--- src/hw/nfs_pkg.sv ---
// constants of the serial flash feature and status bit bank
package nfs_pkg;
   localparam int ADDR_W = 8;
   // ----------------------------------------
   // feature addresses
   // ----------------------------------------
   localparam logic [7:0] ADR_PROT = 8'hA0;
   localparam logic [7:0] ADR_FEAT = 8'hB0;
   localparam logic [7:0] ADR_STAT = 8'hC0;
   localparam logic [7:0] ADR_DRV = 8'hD0;
   localparam logic [7:0] ADR_STAT2 = 8'hF0;
   // ----------------------------------------
   // field positions
   // ----------------------------------------
   localparam int PR_GATE = 7;
   localparam int FE_OTP_LOCK = 7;
   localparam int FE_OTP_ACC = 6;
   localparam int FE_ECC = 4;
   localparam int FE_FRZ = 3;
   localparam int FE_QUAD = 0;
   localparam int DR_DS = 5;
   // ----------------------------------------
   // reset values and writable masks
   // ----------------------------------------
   localparam logic [7:0] PROT_RST = 8'h38;
   localparam logic [7:0] FEAT_RST = 8'h10;
   localparam logic [7:0] DRV_RST = 8'h00;
   localparam logic [7:0] PROT_MASK = 8'hBE;
   localparam logic [7:0] FEAT_MASK = 8'hD9;
   localparam logic [7:0] DRV_MASK = 8'h60;
   // ----------------------------------------
   // commands
   // ----------------------------------------
   localparam logic [7:0] CMD_WREN = 8'h06;
   localparam logic [7:0] CMD_WRDI = 8'h04;
   localparam logic [7:0] CMD_READ = 8'h13;
   localparam logic [7:0] CMD_PROG = 8'h10;
   localparam logic [7:0] CMD_ERASE = 8'hD8;
   localparam logic [7:0] CMD_SRST = 8'hFF;
   localparam logic [7:0] CMD_ARM = 8'h66;
   localparam logic [7:0] CMD_POR = 8'h99;
   // ----------------------------------------
   // operation kinds and timing
   // ----------------------------------------
   localparam logic [1:0] KIND_BOOT = 2'h0;
   localparam logic [1:0] KIND_READ = 2'h1;
   localparam logic [1:0] KIND_PROG = 2'h2;
   localparam logic [1:0] KIND_ERASE = 2'h3;
   localparam int CLK_NS = 100;
   localparam int SOFT_RST_NS = 1000;
   localparam int POR_NS = 1000;
   localparam int SOFT_CYC = (SOFT_RST_NS + CLK_NS - 1) / CLK_NS;
   localparam int POR_CYC = (POR_NS + CLK_NS - 1) / CLK_NS;
   localparam int FRAME_BITS = 8;
   typedef enum logic [2:0] {S_IDLE, S_READ, S_PROG, S_ERASE, S_RST} nfs_state_t;
endpackage

--- src/hw/nfs_bank.sv ---
// feature, protection and status bit bank with apb access and command events
//
// Local design decisions: register access over APB and the register addresses.
`timescale 1ns/100ps
module nfs_bank
   import nfs_pkg::*;
(
   input wire logic CLK_I,
   input wire logic RSTN_I,
   input wire logic PSEL_I,
   input wire logic PENABLE_I,
   input wire logic PWRITE_I,
   input wire logic [ADDR_W-1:0] PADDR_I,
   input wire logic [31:0] PWDATA_I,
   output logic [31:0] PRDATA_O,
   output logic PREADY_O,
   output logic PSLVERR_O,
   input wire logic SCK_I,
   input wire logic CS_N_I,
   input wire logic WP_N_I,
   input wire logic CMD_VALID_I,
   input wire logic [7:0] CMD_CODE_I,
   input wire logic TARGET_LOCKED_I,
   input wire logic OP_DONE_I,
   input wire logic OP_FAIL_I,
   input wire logic [3:0] ECC_RES_I,
   output logic OP_START_O,
   output logic [1:0] OP_KIND_O,
   output logic OP_ABORT_O,
   output logic BUSY_O,
   output logic ECC_ON_O,
   output logic QUAD_ALLOW_O,
   output logic OTP_ACCESS_O,
   output logic OTP_LOCK_O,
   output logic [1:0] DRIVE_SEL_O
);
   // ----------------------------------------
   // pin synchronisers and frame tracking
   // ----------------------------------------
   logic [2:0] pin_s1, pin_s2;
   logic sck_d, cs_d, pend_v, next_pend_v;
   logic [3:0] edge_cnt, next_edge_cnt;
   logic [7:0] pend_code, next_pend_code;
   logic sck_rise, cs_rise, cmd_fire, wp_low;

   always_ff @(posedge CLK_I or negedge RSTN_I) begin
      if (!RSTN_I) begin
         pin_s1 <= 3'h7;
         pin_s2 <= 3'h7;
         sck_d <= 1'b1;
         cs_d <= 1'b1;
      end else begin
         pin_s1 <= {WP_N_I, CS_N_I, SCK_I};
         pin_s2 <= pin_s1;
         sck_d <= pin_s2[0];
         cs_d <= pin_s2[1];
      end
   end

   assign sck_rise = pin_s2[0] && !sck_d;
   assign cs_rise = pin_s2[1] && !cs_d;
   assign wp_low = !pin_s2[2];
   assign cmd_fire = cs_rise && pend_v && (edge_cnt == 4'(FRAME_BITS));

   always_comb begin
      next_edge_cnt = edge_cnt;
      next_pend_v = pend_v;
      next_pend_code = pend_code;
      if (pin_s2[1]) begin
         next_edge_cnt = 4'h0;
      end else if (sck_rise && edge_cnt != 4'(FRAME_BITS)) begin
         next_edge_cnt = edge_cnt + 4'h1;
      end
      if (CMD_VALID_I) begin
         next_pend_v = 1'b1;
         next_pend_code = CMD_CODE_I;
      end else if (cs_rise) begin
         next_pend_v = 1'b0;
      end
   end

   always_ff @(posedge CLK_I or negedge RSTN_I) begin
      if (!RSTN_I) begin
         edge_cnt <= 4'h0;
         pend_v <= 1'b0;
         pend_code <= 8'h00;
      end else begin
         edge_cnt <= next_edge_cnt;
         pend_v <= next_pend_v;
         pend_code <= next_pend_code;
      end
   end

   // ----------------------------------------
   // operation sequencer and status flags
   // ----------------------------------------
   nfs_state_t st, next_st;
   logic [7:0] rst_cnt, next_rst_cnt;
   logic boot, next_boot, arm, next_arm;
   logic [3:0] ecc, next_ecc;
   logic pfail, next_pfail, efail, next_efail, write_permit_latch, next_wel, selected_block_locked;
   logic next_start, next_abort, por_fire, soft_fire;
   logic [1:0] next_kind;

   assign soft_fire = cmd_fire && pend_code == CMD_SRST;
   assign por_fire = cmd_fire && pend_code == CMD_POR && arm;

   always_comb begin
      next_st = st;
      next_rst_cnt = rst_cnt;
      next_boot = boot;
      next_arm = arm;
      next_ecc = ecc;
      next_pfail = pfail;
      next_efail = efail;
      next_wel = write_permit_latch;
      next_start = 1'b0;
      next_kind = OP_KIND_O;
      next_abort = 1'b0;
      if (cmd_fire) begin
         next_arm = 1'b0;
      end
      if (soft_fire || por_fire) begin
         next_abort = 1'b1;
         next_st = S_RST;
         next_rst_cnt = por_fire ? 8'(POR_CYC) : 8'(SOFT_CYC);
         next_boot = por_fire;
         next_ecc = 4'h0;
         next_pfail = 1'b0;
         next_efail = 1'b0;
         next_wel = 1'b0;
      end else if (cmd_fire && st == S_IDLE) begin
         unique case (pend_code)
            CMD_WREN: next_wel = 1'b1;
            CMD_WRDI: next_wel = 1'b0;
            CMD_ARM: next_arm = 1'b1;
            CMD_READ: begin
               next_ecc = 4'h0;
               next_st = S_READ;
               next_start = 1'b1;
               next_kind = KIND_READ;
            end
            CMD_PROG: begin
               next_pfail = 1'b0;
               if (write_permit_latch) begin
                  next_wel = 1'b0;
                  if (TARGET_LOCKED_I) begin
                     next_pfail = 1'b1;
                  end else begin
                     next_st = S_PROG;
                     next_start = 1'b1;
                     next_kind = KIND_PROG;
                  end
               end
            end
            CMD_ERASE: begin
               next_efail = 1'b0;
               if (write_permit_latch) begin
                  next_wel = 1'b0;
                  if (TARGET_LOCKED_I) begin
                     next_efail = 1'b1;
                  end else begin
                     next_st = S_ERASE;
                     next_start = 1'b1;
                     next_kind = KIND_ERASE;
                  end
               end
            end
            default: begin
            end
         endcase
      end else begin
         unique case (st)
            S_IDLE: begin
            end
            S_READ: begin
               if (OP_DONE_I) begin
                  next_ecc = ECC_RES_I;
                  next_st = S_IDLE;
               end
            end
            S_PROG: begin
               if (OP_DONE_I) begin
                  next_pfail = pfail || OP_FAIL_I;
                  next_st = S_IDLE;
               end
            end
            S_ERASE: begin
               if (OP_DONE_I) begin
                  next_efail = efail || OP_FAIL_I;
                  next_st = S_IDLE;
               end
            end
            S_RST: begin
               next_rst_cnt = rst_cnt - 8'h01;
               if (rst_cnt <= 8'h01) begin
                  next_st = boot ? S_READ : S_IDLE;
                  next_start = boot;
                  next_kind = KIND_BOOT;
                  next_boot = 1'b0;
               end
            end
         endcase
      end
   end

   always_ff @(posedge CLK_I or negedge RSTN_I) begin
      if (!RSTN_I) begin
         st <= S_RST;
         rst_cnt <= 8'(POR_CYC);
         boot <= 1'b1;
         arm <= 1'b0;
         ecc <= 4'h0;
         pfail <= 1'b0;
         efail <= 1'b0;
         write_permit_latch <= 1'b0;
         selected_block_locked <= 1'b1;
         BUSY_O <= 1'b1;
         OP_START_O <= 1'b0;
         OP_KIND_O <= KIND_BOOT;
         OP_ABORT_O <= 1'b0;
      end else begin
         st <= next_st;
         rst_cnt <= next_rst_cnt;
         boot <= next_boot;
         arm <= next_arm;
         ecc <= next_ecc;
         pfail <= next_pfail;
         efail <= next_efail;
         write_permit_latch <= next_wel;
         selected_block_locked <= TARGET_LOCKED_I;
         BUSY_O <= next_st != S_IDLE;
         OP_START_O <= next_start;
         OP_KIND_O <= next_kind;
         OP_ABORT_O <= next_abort;
      end
   end

   // ----------------------------------------
   // feature bytes and apb slave
   // ----------------------------------------
   logic [7:0] prot;
   logic [7:0] next_prot;
   logic [7:0] feat;
   logic [7:0] next_feat;
   logic [7:0] drv;
   logic [7:0] next_drv;
   logic [31:0] next_rdata;
   logic next_ready;
   logic next_err;
   logic wr_commit;
   logic setup;
   logic prot_locked;

   assign setup = PSEL_I && !PENABLE_I;
   assign wr_commit = PSEL_I && PENABLE_I && PREADY_O && PWRITE_I;
   assign prot_locked = feat[FE_FRZ] || (prot[PR_GATE] && wp_low);

   always_comb begin
      next_prot = prot;
      next_feat = feat;
      next_drv = drv;
      next_ready = setup;
      next_err = 1'b0;
      next_rdata = 32'h0000_0000;
      if (setup) begin
         unique case (PADDR_I)
            ADR_PROT: next_rdata = {24'h00_0000, prot};
            ADR_FEAT: next_rdata = {24'h00_0000, feat};
            ADR_STAT: next_rdata = {26'h000_0000, ecc[3:2], pfail, efail, write_permit_latch, BUSY_O};
            ADR_DRV: next_rdata = {24'h00_0000, drv};
            ADR_STAT2: next_rdata = {26'h000_0000, ecc[1:0], selected_block_locked, 3'h0};
            default: next_err = 1'b1;
         endcase
      end
      if (por_fire) begin
         next_prot = PROT_RST;
         next_feat = FEAT_RST;
         next_drv = DRV_RST;
      end else if (wr_commit) begin
         if (PADDR_I == ADR_PROT && !prot_locked) begin
            next_prot = PWDATA_I[7:0] & PROT_MASK;
         end
         if (PADDR_I == ADR_FEAT) begin
            next_feat = PWDATA_I[7:0] & FEAT_MASK;
            next_feat[FE_FRZ] = feat[FE_FRZ] || PWDATA_I[FE_FRZ];
         end
         if (PADDR_I == ADR_DRV) begin
            next_drv = PWDATA_I[7:0] & DRV_MASK;
         end
      end
   end

   always_ff @(posedge CLK_I or negedge RSTN_I) begin
      if (!RSTN_I) begin
         prot <= PROT_RST;
         feat <= FEAT_RST;
         drv <= DRV_RST;
         PRDATA_O <= 32'h0000_0000;
         PREADY_O <= 1'b0;
         PSLVERR_O <= 1'b0;
         ECC_ON_O <= FEAT_RST[FE_ECC];
         QUAD_ALLOW_O <= FEAT_RST[FE_QUAD];
         OTP_ACCESS_O <= FEAT_RST[FE_OTP_ACC];
         OTP_LOCK_O <= FEAT_RST[FE_OTP_LOCK];
         DRIVE_SEL_O <= DRV_RST[DR_DS+1:DR_DS];
      end else begin
         prot <= next_prot;
         feat <= next_feat;
         drv <= next_drv;
         PRDATA_O <= next_rdata;
         PREADY_O <= next_ready;
         PSLVERR_O <= next_err;
         ECC_ON_O <= next_feat[FE_ECC];
         QUAD_ALLOW_O <= next_feat[FE_QUAD];
         OTP_ACCESS_O <= next_feat[FE_OTP_ACC];
         OTP_LOCK_O <= next_feat[FE_OTP_LOCK];
         DRIVE_SEL_O <= next_drv[DR_DS+1:DR_DS];
      end
   end

   // ----------------------------------------
   // checks
   // ----------------------------------------
   localparam int BOOT_WAIT = POR_CYC + 2;
endmodule

--- config.mk ---
export PLATFORM = sky130hd
export DESIGN_NAME = nfs_bank
export DESIGN_NICKNAME = d
export VERILOG_FILES = /design/src/hw/nfs_pkg.sv /design/src/hw/nfs_bank.sv
export SDC_FILE = /design/constraint.sdc
export NUM_CORES = 1
export LEC_CHECK = 0
export ABC_AREA = 1
export BUFFER_PORTS_ARGS = -buffer_cell sky130_fd_sc_hd__buf_2
export CAP_MARGIN = 20
export CORE_MARGIN = 10
export CORE_UTILIZATION = 53
export CTS_CLUSTER_DIAMETER = 200
export DETAILED_ROUTE_END_ITERATION = 12
export PLACE_DENSITY = 0.81
export SYNTH_ARGS = -nofsm -noshare
export SYNTH_HDL_FRONTEND = slang
export SYNTH_SLANG_ARGS = --single-unit
--- constraint.sdc ---
create_clock -name CLK_I -period 2 [get_ports CLK_I]
set_clock_uncertainty 0.05 [all_clocks]
set_input_delay 0 -clock CLK_I [delete_from_list [all_inputs] [get_ports CLK_I]]
set_output_delay 0 -clock CLK_I [all_outputs]
set_load 0.1 [all_outputs]
======== Word level (Yosys, flattened, before mapping) ========
Cells that the tools add are included.
word-level totals
  bits in writable memories ............... 0
  memories kept ........................... 0
  bits in latches ......................... 0
  output and inout bits ................... 45
  register bits after elaboration ......... 109
  memory bits (read-only) ................. 0
  input port bits ......................... 64
cells by class
  equal/unequal tests ..................... 28
  multiplexer cells ....................... 75
  add/subtract/negate cells ............... 2
  bitwise gates (word level) .............. 1
  $lt $le $gt $ge ......................... 1
  multipliers ............................. 0
  shift operators ......................... 0
  reductions and logical operators ........ 57
  div/mod/pow operators ................... 0
operators with widths
  kind                   count
  $mux W8                13
  $eq A8 B8 Y1 const B   8
  $pmux W8 S5            1
  $mux W1                34
  $mux W4                7
  $mux W3                8
  $reduce_bool A2 Y1     11
  $reduce_bool A3 Y1     6
  $eq A8 B3 Y1 const B   2
  $eq A8 B5 Y1 const B   2
  $logic_and A1 B1 Y1    15
  $mux W2                7
  $ne A3 B3 Y1 const B   4
  $reduce_and A3 Y1      4
  $reduce_and A2 Y1      5
  $ne A3 B2 Y1 const B   3
  $pmux W3 S3            1
  $eq A8 B7 Y1 const B   1
  $le A8 B1 Y1 const B   1
  $reduce_and A8 Y1      1
  $sub A8 B1 Y8 const B  1
  $eq A3 B2 Y1 const B   2
  $pmux W2 S3            1
  $pmux W3 S2            1
  15 further kinds       25

======== Longest topological paths before layout ========
  word-level depth ........................ 9
  depth in mapped cells ................... 12
  mapped depth without buffers ............ 12

======== Worst setup path after synthesis ========
No wires, ideal clock.
  path kind ............................... reg2reg
  start point ............................. register PREADY_O
  end point ............................... register feat[7]
  arrival time ............................ 1722 ps
  cell stages (with the launch flop) ...... 8
  slack ................................... 103 ps
  library setup time ...................... 125 ps
  path through ............................ dfrtp_1 > nand4_1 > inv_1 > nand2_1 > nand2_1 > inv_1 > nand2_1 > o21ai_1
between the ends
  cells in the longest elaborated chain, start to end .. 4
ends and longest elaborated chain
  element                            line             text
  from (decl)                        nfs_bank.sv:16   output logic PREADY_O,
  from (signal assigned)             nfs_bank.sv:312  PREADY_O <= next_ready;
  $logic_and A1 B1 Y1 (2 in series)  nfs_bank.sv:256  assign wr_commit = PSEL_I && PENABLE_I && PREADY_O && PWRITE_I;
  $mux W8                            nfs_bank.sv:280  end else if (wr_commit) begin
  $mux W8                            nfs_bank.sv:276  if (por_fire) begin
  to (signal assigned)               nfs_bank.sv:309  feat <= next_feat;
  to (decl)                          nfs_bank.sv:244  logic [7:0] feat;
Every way passes these cells. The select of a mux whose other input is x is not followed.
A chain may end at the register's enable or synchronous reset.

==> impl_metrics.tcl <==
set metrics [dict create \
    seq_power_share_pct 43.7 \
    end_kind "flip-flop" \
    worst_ep_arrival_time_ns 2.07 \
    port_buffers 60 \
    fin_nets 648 \
    internal-power_uw 2480 \
    synthMuxAreaShare_pct 0.290 \
    tightest_slew_ns 0.503 \
    die_w_um 106 \
    cap_violations 0 \
    totalWireLength_mm 9.12 \
    rows 31 \
    synth_cells 469 \
    crit_slowest_cell "dlygate4sd3_1" \
    viasPerCell 4.98 \
    clock_latency_ns 0.35 \
    drt_iter0_drc 167 \
    yosys_register_bits 70 \
    io_pins 109 \
    coreArea_sq_mm 0.00718 \
    initial_core_util_pct 54.1 \
    yosysMostFrequentCell "nand2_1" \
    drive_gt1_share_pct 25.5 \
    fin_util_pct 67.8 \
    cts_hold_buf 41 \
    rsz0062_at_grt "no" \
    path_cells "dlygate4sd3_1 > buf_2 > nand2_1 > dlygate4sd3_1 > o21ai_0 > dlygate4sd3_1" \
    drc 0 \
    cts_tree "built" \
    async_flop_share_pct 100 \
    synth_area_sq_mm 0.00388 \
    synthAdderAreaFrac_pct 1.29 \
    grt_usage_pct 16.9 \
    synth_edf_count 0 \
    cts_buffers 9 \
    cp_top_family "buffers and inverters" \
    dr_wl_met2_mm 4.48 \
    ctsResizeCount 0 \
    ys_top_cells_by_count "nand2_1, nor2_1, dfrtp_1" \
    hold_violations 0 \
    ir_drop_mv 0.443 \
    leakagePower_uw 0.00250 \
    crit_fanout 16 \
    setup_viol 0 \
    setup_tns_ns 0 \
    max_stage_delay_ns 0.56 \
    ys_seq_area_share_pct 45.7 \
    die_h_um 106 \
    path_class "in2reg" \
    yosysTopAreaCell "dfrtp_1" \
    htreeDepth 3 \
    fin_crit_ns 1.83 \
    crit_buf_inv 4 \
    synthFlopType "dfrtp_1" \
    dp_hpwl_mm 6.69 \
    grt_pass1_vias 3386 \
    max_freq_ghz 0.546 \
    required_ns 2.24 \
    drt-met1-wl_mm 3.83 \
    via_count 3404 \
    grt_remaining_overflow 0 \
    relSlewSlack_pct 66.2 \
    critPathMostFrequentCell "dlygate4sd3_1" \
    synth_top_family_by_area "simple AND/OR/NAND/NOR gates" \
    wl_per_cell_um 13.3 \
    outcome "completed" \
    fin_crit_sh_pct 91.6 \
    grt_max_degree 35 \
    grt_pass1_wl_mm 15.6 \
    hold_class "in2reg" \
    drv_slew 0 \
    clock-sinks 70 \
    power_density_mw_per_mm2 752 \
    highest_layer "met4" \
    syn_avg_cell_area_sq_um 8.27 \
    synthTopCellsByArea "dfrtp_1, dfstp_2, nand2_1" \
    yosysUniqueCellTypes 44 \
    n_antenna_cell 0 \
    combPwrFrac_pct 20.7 \
    yosysTopAreaCellShare_pct 33.5 \
    antenna_found_initial 0 \
    clock-root-buffer "clkbuf_8" \
    clk_pin_slew_ns 0.07 \
    clkPwrFrac_pct 35.5 \
    start_kind "input pin" \
    die-area_sq_mm 0.0111 \
    power_switching_uw 1170 \
    syn2layout_area_growth_pct 25.4 \
    synth_simple_gate_area_share_pct 33.1 \
    swShare_pct 32.0 \
    synth_compound_area_share_pct 8.32 \
    cts_max_path_buffers 2 \
    wl_met3_um 663 \
    synth-xor-area-share_pct 0.452 \
    drt.antenna.violating_nets 0 \
    yosysWarnings 0 \
    gp_congestion 0.947 \
    post-cts-setup-buffer-count 0 \
    dr.pass1.iters 4 \
]
## path summary, 6_finish.rpt
| check | startpoint | to | slack, ns | depth (start not counted) |
|---|---|---|---|---|
| worst max register to register | edge_cnt[1]$_DFFE_PN0P_ | ecc[0]$_DFFE_PN0P_ | 0.24 | 9 |
| worst min-delay path | OP_DONE_I | st[0]$_DFF_PN0_ | 0.01 | 6 |
| max in group asynchronous | RSTN_I | st[2]$_DFF_PN1_ | 1.13 | 3 |
| min in group asynchronous | RSTN_I | PSLVERR_O$_DFF_PN0_ | 0.10 | 2 |
| worst max-delay path | CMD_VALID_I | pend_code[4]$_DFFE_PN0P_ | 0.17 | 6 |
| worst min register to register | pin_s1[1]$_DFF_PN1_ | pin_s2[1]$_DFF_PN1_ | 0.30 | 0 |
## cell families after synthesis
group                      after synthesis
DFF                                     70
and+or+nand+nor                        254
adders and majority gates                4
xor gates and xnor gates                 2
other                                    1
muxes                                    1
buffers and inverters                   84
AOI/OAI and AO/OA                       53
## stage by stage
step	power, uW	hold WS [ns]	cell area [sq um]	cells	setup WS [ns]
4_1_cts	3670	0.000796	4860	684	0.221
6_report	3660	0.0105	4860	684	0.167
2_1_floorplan	2180	-0.346	3970	492	0.103
5_1_grt	3820	0.0423	4860	684	0.0716
3_3_place_gp	2290	-0.0560	4220	627	0.269
3_5_place_dp	2310	-0.0499	4220	627	0.231
## layout by cell type, fill, tap and decap left out, drive strengths merged
master         n
dfstp         18
a211oi         1
nand3         36
buf           62
nor4           2
o21a           1
clkbuf        11
dfrtp         52
a32o           1
and3           1
xor2           2
inv           57
mux2           1
conb          24
bufinv         2
o211ai         1
clkinv         3
o21ai         23
nor3b          1
o22ai          1
dlygate4sd3   41
a31o           1
a21oi         20
nand2        122
o21bai         1
nand4         12
nor2          64
ha             4
a22oi          3
clkinvlp       1
nor3          16
## worst register-to-register path, stage by stage (launching register included)
cell and delay (ns):
dfrtp_1 0.41, inv_1 0.09, ha_1 0.20, nand3_4 0.11
nor2_8 0.19, nand2_4 0.13, nor2_8 0.20, nand2_4 0.10
nand4_1 0.11, nand2_1 0.06
## routing by layer
metal  up-vias  track usage, %
li1       1684               -
met1      1582            19.2
met2       119            28.8
met3        19            5.97
met4         0            5.80
met5         -               0
## power groups by stage
stage	Combinational (uW)	Clock, uW	Sequential, uW
CTS	754	1320	1600
detailed placement	688	0	1620
floorplan	489	0	1690
finish	758	1300	1600
global route	826	1390	1610
global placement	675	0	1620
## sequential cells by signal, summed over array words and instances (netlist names), 3 cells and up
name,cells
PRDATA_O,8
pend_code,8
rst_cnt,8
prot,6
feat,5
ecc,4
edge_cnt,4
pin_s1,3
pin_s2,3
st,3
## area by class of cell
| class | count | area [sq um] |
|---|---|---|
| clock buffer | 11 | 151 |
| clock inverter | 5 | 81.3 |
| fill | 585 | 2310 |
| inverter | 58 | 220 |
| multi-input combinational | 338 | 1780 |
| sequential | 70 | 1770 |
| tap | 99 | 124 |
| timing repair buffer | 103 | 738 |
No activity file was read; power rests on OpenSTA's default activity.
